**src/core/tcu_defines.vh**
```
`ifndef TCU_DEFINES_VH
`define TCU_DEFINES_VH
// Register indices
`define TCU_IDX_INTCTL   8'h0b
`define TCU_IDX_PFLAGS   8'h0c
`define TCU_IDX_TMRL     8'h0e
`define TCU_IDX_TMRH     8'h0f
`define TCU_IDX_TCFG     8'h10
`define TCU_IDX_CMPL     8'h15
`define TCU_IDX_CMPH     8'h16
`define TCU_IDX_MCTL     8'h17
`define TCU_IDX_PDIR     8'h87
`define TCU_IDX_PEN      8'h8c
`define TCU_IDX_IRQST    8'h90
`define TCU_IDX_IRQMSK   8'h91
// Reset values
`define TCU_RST_PDIR     8'hff
`define TCU_RST_ZERO     8'h00
// Field positions
`define TCU_BIT_TOVF     0
`define TCU_BIT_MATCH    2
`define TCU_BIT_ADIF     6
`define TCU_BIT_GIE      7
`define TCU_BIT_PERIPHERAL_IRQ_ENABLE     6
`define TCU_BIT_TON      0
`define TCU_BIT_TSRC     1
`define TCU_BIT_TSYNC_N  2
`define TCU_BIT_PIN      2
`define TCU_PFLAG_MASK   8'h47
// Compare modes
`define TCU_MODE_SET     4'h8
`define TCU_MODE_CLR     4'h9
`define TCU_MODE_SWI     4'ha
`define TCU_MODE_SPEC    4'hb
// Event bits of the sticky status
`define TCU_EV_MATCH     0
`define TCU_EV_TOVF      1
`define TCU_EV_SPEC      2
`define TCU_EV_MASK      8'h07
// AXI responses
`define TCU_RESP_OKAY    2'b00
`define TCU_RESP_SLVERR  2'b10
`endif

```
**src/core/tcu_timer.v**
```verilog
`timescale 1ns/1ps
`include "tcu_defines.vh"
module tcu_timer #(
    parameter WIDTH = 16
) (
    aclk,
    aresetn,
    ce,
    tick,
    wr_lo,
    wr_hi,
    wdata,
    clr,
    count,
    ovf
);
    input              aclk;
    input              aresetn;
    input              ce;
    input              tick;
    input              wr_lo;
    input              wr_hi;
    input  [7:0]       wdata;
    input              clr;
    output [WIDTH-1:0] count;
    output             ovf;

    reg  [WIDTH-1:0] count_r;
    reg  [WIDTH-1:0] count_nxt;
    reg              ovf_nxt;

    assign count = count_r;
    assign ovf   = ovf_nxt;

    always @*
    begin
        count_nxt = count_r;
        ovf_nxt   = 1'b0;
        if (clr)
            count_nxt = {WIDTH{1'b0}};
        else if (wr_lo)
            count_nxt = {count_r[WIDTH-1:8], wdata};
        else if (wr_hi)
            count_nxt = {wdata, count_r[7:0]};
        else if (tick)
        begin
            count_nxt = count_r + {{(WIDTH-1){1'b0}}, 1'b1};
            ovf_nxt   = &count_r;
        end
    end

    always @(posedge aclk)
    begin
        if (!aresetn)
            count_r <= {WIDTH{1'b0}};
        else if (ce)
            count_r <= count_nxt;
    end
endmodule

```
**src/core/tcu_top.v**
```verilog
`timescale 1ns/1ps
`include "tcu_defines.vh"
module tcu_top (
    aclk,
    aresetn,
    ce,
    ext_clk_pin,
    adc_enable,
    adc_start,
    cmp_pin_o,
    cmp_pin_oe_n,
    periph_irq,
    irq,
    s_axi_awaddr,
    s_axi_awvalid,
    s_axi_awready,
    s_axi_wdata,
    s_axi_wstrb,
    s_axi_wvalid,
    s_axi_wready,
    s_axi_bresp,
    s_axi_bvalid,
    s_axi_bready,
    s_axi_araddr,
    s_axi_arvalid,
    s_axi_arready,
    s_axi_rdata,
    s_axi_rresp,
    s_axi_rvalid,
    s_axi_rready
);
    input         aclk;
    input         aresetn;
    input         ce;
    input         ext_clk_pin;
    input         adc_enable;
    output        adc_start;
    output        cmp_pin_o;
    output        cmp_pin_oe_n;
    output        periph_irq;
    output        irq;
    input  [11:0] s_axi_awaddr;
    input         s_axi_awvalid;
    output        s_axi_awready;
    input  [31:0] s_axi_wdata;
    input  [3:0]  s_axi_wstrb;
    input         s_axi_wvalid;
    output        s_axi_wready;
    output [1:0]  s_axi_bresp;
    output        s_axi_bvalid;
    input         s_axi_bready;
    input  [11:0] s_axi_araddr;
    input         s_axi_arvalid;
    output        s_axi_arready;
    output [31:0] s_axi_rdata;
    output [1:0]  s_axi_rresp;
    output        s_axi_rvalid;
    input         s_axi_rready;

    // ************************************************************
    // Helpers
    // ************************************************************
    function known_idx;
        input [9:0] idx;
        begin
            case (idx[7:0])
                `TCU_IDX_INTCTL, `TCU_IDX_PFLAGS, `TCU_IDX_TMRL, `TCU_IDX_TMRH,
                `TCU_IDX_TCFG, `TCU_IDX_CMPL, `TCU_IDX_CMPH, `TCU_IDX_MCTL,
                `TCU_IDX_PDIR, `TCU_IDX_PEN, `TCU_IDX_IRQST, `TCU_IDX_IRQMSK:
                    known_idx = (idx[9:8] == 2'b00);
                default:
                    known_idx = 1'b0;
            endcase
        end
    endfunction

    // ************************************************************
    // Registers and pin sync
    // ************************************************************
    reg  [7:0]  intctl_r;
    reg  [7:0]  pflags_r;
    reg  [7:0]  tcfg_r;
    reg  [15:0] cmp_r;
    reg  [7:0]  mctl_r;
    reg  [7:0]  pdir_r;
    reg  [7:0]  pen_r;
    reg  [7:0]  irqst_r;
    reg  [7:0]  irqmsk_r;
    reg         pin_latch_r;
    reg         adc_start_r;
    reg         ext_s1_r;
    reg         ext_s2_r;
    reg         ext_prev_r;

    reg         aw_full_r;
    reg  [9:0]  aw_idx_r;
    reg         w_full_r;
    reg  [7:0]  w_data_r;
    reg         w_strb_r;
    reg         bvalid_r;
    reg  [1:0]  bresp_r;
    reg         rvalid_r;
    reg  [31:0] rdata_r;
    reg  [1:0]  rresp_r;

    wire [15:0] count;
    wire        tovf;
    wire        do_wr  = aw_full_r && w_full_r && !bvalid_r;
    wire        wr_ok  = do_wr && w_strb_r && known_idx(aw_idx_r);
    wire [7:0]  widx   = aw_idx_r[7:0];
    wire        wr_tl  = wr_ok && widx == `TCU_IDX_TMRL;
    wire        wr_th  = wr_ok && widx == `TCU_IDX_TMRH;

    wire        t_on   = tcfg_r[`TCU_BIT_TON];
    wire        t_ext  = tcfg_r[`TCU_BIT_TSRC];
    wire        ext_rise = ext_s2_r && !ext_prev_r;
    wire        tick   = t_on && (t_ext ? ext_rise : 1'b1);

    // ************************************************************
    // Compare logic
    // ************************************************************
    wire [3:0]  mode   = mctl_r[3:0];
    wire        cmp_mode = (mode == `TCU_MODE_SET) || (mode == `TCU_MODE_CLR) ||
                           (mode == `TCU_MODE_SWI) || (mode == `TCU_MODE_SPEC);
    wire        match  = cmp_mode && (count == cmp_r);
    wire        spec   = match && (mode == `TCU_MODE_SPEC);

    tcu_timer #(
        .WIDTH (16)
    ) u_timer (
        .aclk    (aclk),
        .aresetn (aresetn),
        .ce      (ce),
        .tick    (tick),
        .wr_lo   (wr_tl),
        .wr_hi   (wr_th),
        .wdata   (w_data_r),
        .clr     (spec),
        .count   (count),
        .ovf     (tovf)
    );

    // ************************************************************
    // Register file and events
    // ************************************************************
    always @(posedge aclk)
    begin
        if (!aresetn)
        begin
            intctl_r    <= `TCU_RST_ZERO;
            pflags_r    <= `TCU_RST_ZERO;
            tcfg_r      <= `TCU_RST_ZERO;
            cmp_r       <= {`TCU_RST_ZERO, `TCU_RST_ZERO};
            mctl_r      <= `TCU_RST_ZERO;
            pdir_r      <= `TCU_RST_PDIR;
            pen_r       <= `TCU_RST_ZERO;
            irqst_r     <= `TCU_RST_ZERO;
            irqmsk_r    <= `TCU_RST_ZERO;
            pin_latch_r <= 1'b0;
            adc_start_r <= 1'b0;
            ext_s1_r    <= 1'b0;
            ext_s2_r    <= 1'b0;
            ext_prev_r  <= 1'b0;
        end
        else if (ce)
        begin
            ext_s1_r    <= ext_clk_pin;
            ext_s2_r    <= ext_s1_r;
            ext_prev_r  <= ext_s2_r;
            adc_start_r <= spec && adc_enable;
            if (wr_ok)
            begin
                case (widx)
                    `TCU_IDX_INTCTL: intctl_r <= w_data_r;
                    `TCU_IDX_PFLAGS: pflags_r <= w_data_r & `TCU_PFLAG_MASK;
                    `TCU_IDX_TCFG:   tcfg_r   <= {2'b00, w_data_r[5:0]};
                    `TCU_IDX_CMPL:   cmp_r[7:0]  <= w_data_r;
                    `TCU_IDX_CMPH:   cmp_r[15:8] <= w_data_r;
                    `TCU_IDX_MCTL:   mctl_r   <= {2'b00, w_data_r[5:0]};
                    `TCU_IDX_PDIR:   pdir_r   <= w_data_r;
                    `TCU_IDX_PEN:    pen_r    <= w_data_r & `TCU_PFLAG_MASK;
                    `TCU_IDX_IRQST:  irqst_r  <= irqst_r & ~w_data_r;
                    `TCU_IDX_IRQMSK: irqmsk_r <= w_data_r & `TCU_EV_MASK;
                    default:         intctl_r <= intctl_r;
                endcase
            end
            if (wr_ok && widx == `TCU_IDX_MCTL && w_data_r == `TCU_RST_ZERO)
                pin_latch_r <= 1'b0;
            else if (match && mode == `TCU_MODE_SET)
                pin_latch_r <= 1'b1;
            else if (match && mode == `TCU_MODE_CLR)
                pin_latch_r <= 1'b0;
            // Hardware sets win over software writes
            if (match)
                pflags_r[`TCU_BIT_MATCH] <= 1'b1;
            if (tovf && !spec)
                pflags_r[`TCU_BIT_TOVF] <= 1'b1;
            if (match)
                irqst_r[`TCU_EV_MATCH] <= 1'b1;
            if (tovf && !spec)
                irqst_r[`TCU_EV_TOVF] <= 1'b1;
            if (spec)
                irqst_r[`TCU_EV_SPEC] <= 1'b1;
        end
    end

    assign cmp_pin_o    = pin_latch_r;
    assign cmp_pin_oe_n = pdir_r[`TCU_BIT_PIN];
    assign adc_start    = adc_start_r;
    assign periph_irq   = intctl_r[`TCU_BIT_GIE] && intctl_r[`TCU_BIT_PERIPHERAL_IRQ_ENABLE] &&
                          |(pflags_r & pen_r);
    assign irq          = |(irqst_r & irqmsk_r);

    // ************************************************************
    // AXI4-Lite slave
    // ************************************************************
    reg [7:0] rd_byte;
    always @*
    begin
        rd_byte = 8'h00;
        case (s_axi_araddr[9:2])
            `TCU_IDX_INTCTL: rd_byte = intctl_r;
            `TCU_IDX_PFLAGS: rd_byte = pflags_r;
            `TCU_IDX_TMRL:   rd_byte = count[7:0];
            `TCU_IDX_TMRH:   rd_byte = count[15:8];
            `TCU_IDX_TCFG:   rd_byte = tcfg_r;
            `TCU_IDX_CMPL:   rd_byte = cmp_r[7:0];
            `TCU_IDX_CMPH:   rd_byte = cmp_r[15:8];
            `TCU_IDX_MCTL:   rd_byte = mctl_r;
            `TCU_IDX_PDIR:   rd_byte = pdir_r;
            `TCU_IDX_PEN:    rd_byte = pen_r;
            `TCU_IDX_IRQST:  rd_byte = irqst_r;
            `TCU_IDX_IRQMSK: rd_byte = irqmsk_r;
            default:         rd_byte = 8'h00;
        endcase
    end

    assign s_axi_awready = !aw_full_r && ce;
    assign s_axi_wready  = !w_full_r && ce;
    assign s_axi_bvalid  = bvalid_r;
    assign s_axi_bresp   = bresp_r;
    assign s_axi_arready = !rvalid_r && ce;
    assign s_axi_rvalid  = rvalid_r;
    assign s_axi_rdata   = rdata_r;
    assign s_axi_rresp   = rresp_r;

    always @(posedge aclk)
    begin
        if (!aresetn)
        begin
            aw_full_r <= 1'b0;
            aw_idx_r  <= 10'h000;
            w_full_r  <= 1'b0;
            w_data_r  <= 8'h00;
            w_strb_r  <= 1'b0;
            bvalid_r  <= 1'b0;
            bresp_r   <= `TCU_RESP_OKAY;
            rvalid_r  <= 1'b0;
            rdata_r   <= 32'h00000000;
            rresp_r   <= `TCU_RESP_OKAY;
        end
        else if (ce)
        begin
            if (s_axi_awvalid && !aw_full_r)
            begin
                aw_full_r <= 1'b1;
                aw_idx_r  <= s_axi_awaddr[11:2];
            end
            if (s_axi_wvalid && !w_full_r)
            begin
                w_full_r <= 1'b1;
                w_data_r <= s_axi_wdata[7:0];
                w_strb_r <= s_axi_wstrb[0];
            end
            if (do_wr)
            begin
                aw_full_r <= 1'b0;
                w_full_r  <= 1'b0;
                bvalid_r  <= 1'b1;
                bresp_r   <= known_idx(aw_idx_r) ? `TCU_RESP_OKAY : `TCU_RESP_SLVERR;
            end
            else if (bvalid_r && s_axi_bready)
                bvalid_r <= 1'b0;
            if (s_axi_arvalid && !rvalid_r)
            begin
                rvalid_r <= 1'b1;
                rdata_r  <= known_idx(s_axi_araddr[11:2]) ? {24'h000000, rd_byte} : 32'h00000000;
                rresp_r  <= known_idx(s_axi_araddr[11:2]) ? `TCU_RESP_OKAY : `TCU_RESP_SLVERR;
            end
            else if (rvalid_r && s_axi_rready)
                rvalid_r <= 1'b0;
        end
    end
endmodule

```
**config.mk**
```make
export PLATFORM = sky130hd
export DESIGN_NAME = tcu_top
export DESIGN_NICKNAME = d
export VERILOG_FILES = /design/src/core/tcu_timer.v /design/src/core/tcu_top.v
export VERILOG_INCLUDE_DIRS = /design/src /design/src/core
export SDC_FILE = /design/constraint.sdc
export NUM_CORES = 1
export LEC_CHECK = 0
export ABC_AREA = 1
export BUFFER_PORTS_ARGS = -buffer_cell sky130_fd_sc_hd__clkbuf_2
export CAP_MARGIN = 20
export CORE_MARGIN = 2
export CORE_UTILIZATION = 51
export DETAILED_ROUTE_END_ITERATION = 10
export PLACE_DENSITY = 0.77
export RECOVER_POWER = 25
export SLEW_MARGIN = 5
export SYNTH_ARGS = -nofsm -noshare
export SYNTH_HDL_FRONTEND = slang
export SYNTH_SLANG_ARGS = --single-unit
```
**constraint.sdc**
```tcl
create_clock -name aclk -period 2 [get_ports aclk]
set_clock_uncertainty 0.15 [all_clocks]
set_input_delay 0.1 -clock aclk [delete_from_list [all_inputs] [get_ports aclk]]
set_output_delay 0.1 -clock aclk [all_outputs]
set_load 0.05 [all_outputs]
```
==> flow_summary.json <==
{
  "p_leak_nw": 4.55,
  "synth.avg_cell_area_sq_um": 6.72,
  "die_h_um": 119,
  "overflow": 0,
  "r2r_slack_ns": -0.45,
  "die-area_sq_um": 14100,
  "crit_arrival_ns": 2.59,
  "first_iter_violations": 1182,
  "instances_no_fill": 1435,
  "maxCapViolations": 0,
  "cts_tree": "done",
  "endpoint": "pflags_r[2]$_SDFFE_PN0P_",
  "numPortBuffers": 58,
  "cts-root-buf": "clkbuf_16",
  "worst_pin_slew_ns": 0.742,
  "die_width_um": 119,
  "remaining_drc_errors": 0,
  "wl_um": 27400,
  "hp-class": "input pin to register",
  "setup_slack_ns": -0.449,
  "rows": 41,
  "syn_inst": 998,
  "ys_warn_count": 0,
  "clock_latency_ns": 0.44,
  "grt_max_degree": 51,
  "finalSetupViolations": 80,
  "drtAntennaViolNets": 0,
  "fmax_ghz": 0.408,
  "status": "finished, violations left",
  "fin_util": 0.773,
  "slew_violations": 0,
  "numCtsBuffers": 17,
  "end_kind": "register",
  "wl_per_cell_um": 19.1,
  "clkSlewWorstSetupHoldPaths_ns": 0.06,
  "timing.final.crit_share": 1.22,
  "final_area_sq_um": 9840,
  "grt_pass1_vias": 7549,
  "postPlaceCellArea_sq_um": 8040,
  "rr_endpoint": "pflags_r[2]$_SDFFE_PN0P_",
  "max-clock-path-buffers": 2,
  "grt_antenna_before_repair": 0,
  "area_delta_synth_final_pct": 46.7,
  "vias_per_cell": 5.86,
  "rr_startpoint": "aw_idx_r[1]$_SDFFE_PN0P_",
  "violations": "negative setup slack",
  "n_antenna_cell": 0,
  "initial_core_util": 0.527,
  "pin_count": 116,
  "ys_ff_latch": 117,
  "peakVddDrop_v": 0.000526,
  "required_ns": 2.14,
  "slew_headroom": 0.501,
  "numClockSinks": 117,
  "rsz0062_at_grt": "yes",
  "whs_ns": 0.205,
  "drive_above_1_share": 0.358,
  "r2r_cells": 14,
  "vias": 8409,
  "syn_area_sq_um": 6710,
  "ys_seq_area_frac": 0.349,
  "crit_start": "aw_idx_r[1]$_SDFFE_PN0P_",
  "nNetsFinal": 1321,
  "coreArea_sq_um": 12700,
  "yosysUniqueCellTypes": 42,
  "critPathMaxFanout": 6,
  "track_usage": 0.345,
  "drt-pass1-iter-count": 8,
  "grt_pass1_wl_um": 38100,
  "dp_cells": 1336,
  "final-hold-violation-count": 0,
  "path_class": "register to register",
  "crit_path_start_kind": "register",
  "finalCriticalPeriod_ns": 2.45,
  "p_per_area_nw_per_um2": 666,
  "dp_hpwl_um": 15700,
  "gp_congestion": 0.995,
  "cts_htree_levels": 4
}
where the power goes:
group,switching (W),total [W],internal (W)
Combinational,0.000453,0.000635,0.000182
Sequential,0.0000306,0.00240,0.00237
Clock,0.00118,0.00352,0.00234
Total,0.00167,0.00655,0.00489
layout by cell type (no fill, tap or decap), types with 19 or more instances in the layout:
cell type	count
nor2_2	32
nand3_1	53
inv_1	76
dlygate4sd3_1	30
clkbuf_2	44
nor2_4	22
nor3_1	19
dfxtp_1	85
buf_4	159
nand2_1	209
a21oi_1	87
nand2_2	39
conb_1	26
nor2_1	66
dfxtp_2	28
o21ai_0	63
state kept, by name (all words and copies together), names as in the netlist, 6 cells and up:
register / cells
aw_idx_r: 10
cmp_r: 16
intctl_r: 8
irqst_r: 8
mctl_r: 6
pdir_r: 8
s_axi_rdata: 8
tcfg_r: 6
u_timer.count: 16
w_data_r: 8
cell usage after synthesis, drive strengths merged:
cell type,instances,share of area
nand2,255,0.15
nor2,123,0.092
dfxtp,117,0.35
a21oi,97,0.076
o21ai,96,0.075
inv,95,0.054
nand3,66,0.057
buf,35,0.042
nor3,24,0.019
clkbuf,21,0.012
nand4,12,0.017
xor2,11,0.014
o211ai,9,0.010
o22ai,8,0.0075
clkinv,7,0.0039
a211oi,5,0.0056
a31oi,4,0.0037
a221oi,3,0.0039
nor4,3,0.0028
a22o,2,0.0026
conb,1,0.00056
ha,1,0.0019
o31ai,1,0.0011
or2,1,0.00093
or4,1,0.0011
worst min-delay path by stage:
stage	from	to	slack (ns)	cells past startpoint
6_report	s_axi_awvalid	aw_idx_r[2]$_SDFFE_PN0P_	0.21	3
5_1_grt	s_axi_araddr[3]	s_axi_rdata[4]$_SDFFE_PN0P_	0.22	7
4_1_cts	s_axi_awvalid	aw_idx_r[9]$_SDFFE_PN0P_	0.17	4
3_5_place_dp	ext_clk_pin	ext_s1_r$_SDFFE_PN0P_	0.18	3
3_3_place_gp	ext_clk_pin	ext_s1_r$_SDFFE_PN0P_	0.18	3
2_1_floorplan	ext_clk_pin	ext_s1_r$_SDFFE_PN0P_	0.08	2
through the flow:
stage / setup TNS, ns / setup WS [ns] / total power (W)
2_1_floorplan: 0 / 0.00788 / 0.00282
3_3_place_gp: -0.832 / -0.0898 / 0.00295
3_5_place_dp: -4.60 / -0.173 / 0.00296
4_1_cts: -3.71 / -0.102 / 0.00645
5_1_grt: -22.38 / -0.474 / 0.00668
6_report: -16.10 / -0.449 / 0.00655
layer usage:
layer  GRT usage  vias to the layer above  share of wire  wire length, um
met5           0                        -              0                0
li1            -                     3751              -                -
met1       0.403                     3789           0.34             9390
met3      0.0772                      211           0.11             3060
met4       0.197                        0          0.081             2210
met2       0.578                      658           0.47            12800
worst max-delay path, cell delays in order (launching register included):
cell     delay [ns]
dfxtp_2        0.36
inv_2          0.06
nand2_2        0.10
nor2_2         0.05
nand2_1        0.09
nand2_1        0.10
nor2_2         0.17
nand3_4        0.17
nand3_4        0.17
nor2_8         0.06
buf_4          0.14
nand2_4        0.10
inv_2          0.06
nor3_1         0.39
nor2_1         0.13
logic make-up after synthesis:
family                   count (synthesis)  synth area share
AND/OR/NAND/NOR                        485             0.337
buffers and inverters                  158             0.111
AO/OA/AOI/OAI                          225             0.185
adder cells (fa/ha/maj)                  1           0.00187
other                                    1          0.000559
XOR/XNOR                                11            0.0144
flip-flops                             117             0.349
final cells by class:
cell class	instances	area (sq um)
timing repair buffer	263	2020
multi-input combinational	749	4150
clock buffer	20	437
fill	859	2880
tap	172	215
sequential	117	2390
inverter	102	393
clock inverter	12	226
what timing repair did:
action	in CTS	in global routing
pin swaps	49	34
endpoints found under the setup margin	77	81
endpoints found under the hold margin	38	0
gates cloned	0	2
setup buffers	22	14
gates resized for setup	91	103
hold buffers	30	0
No activity file was read; power rests on OpenSTA's default activity.
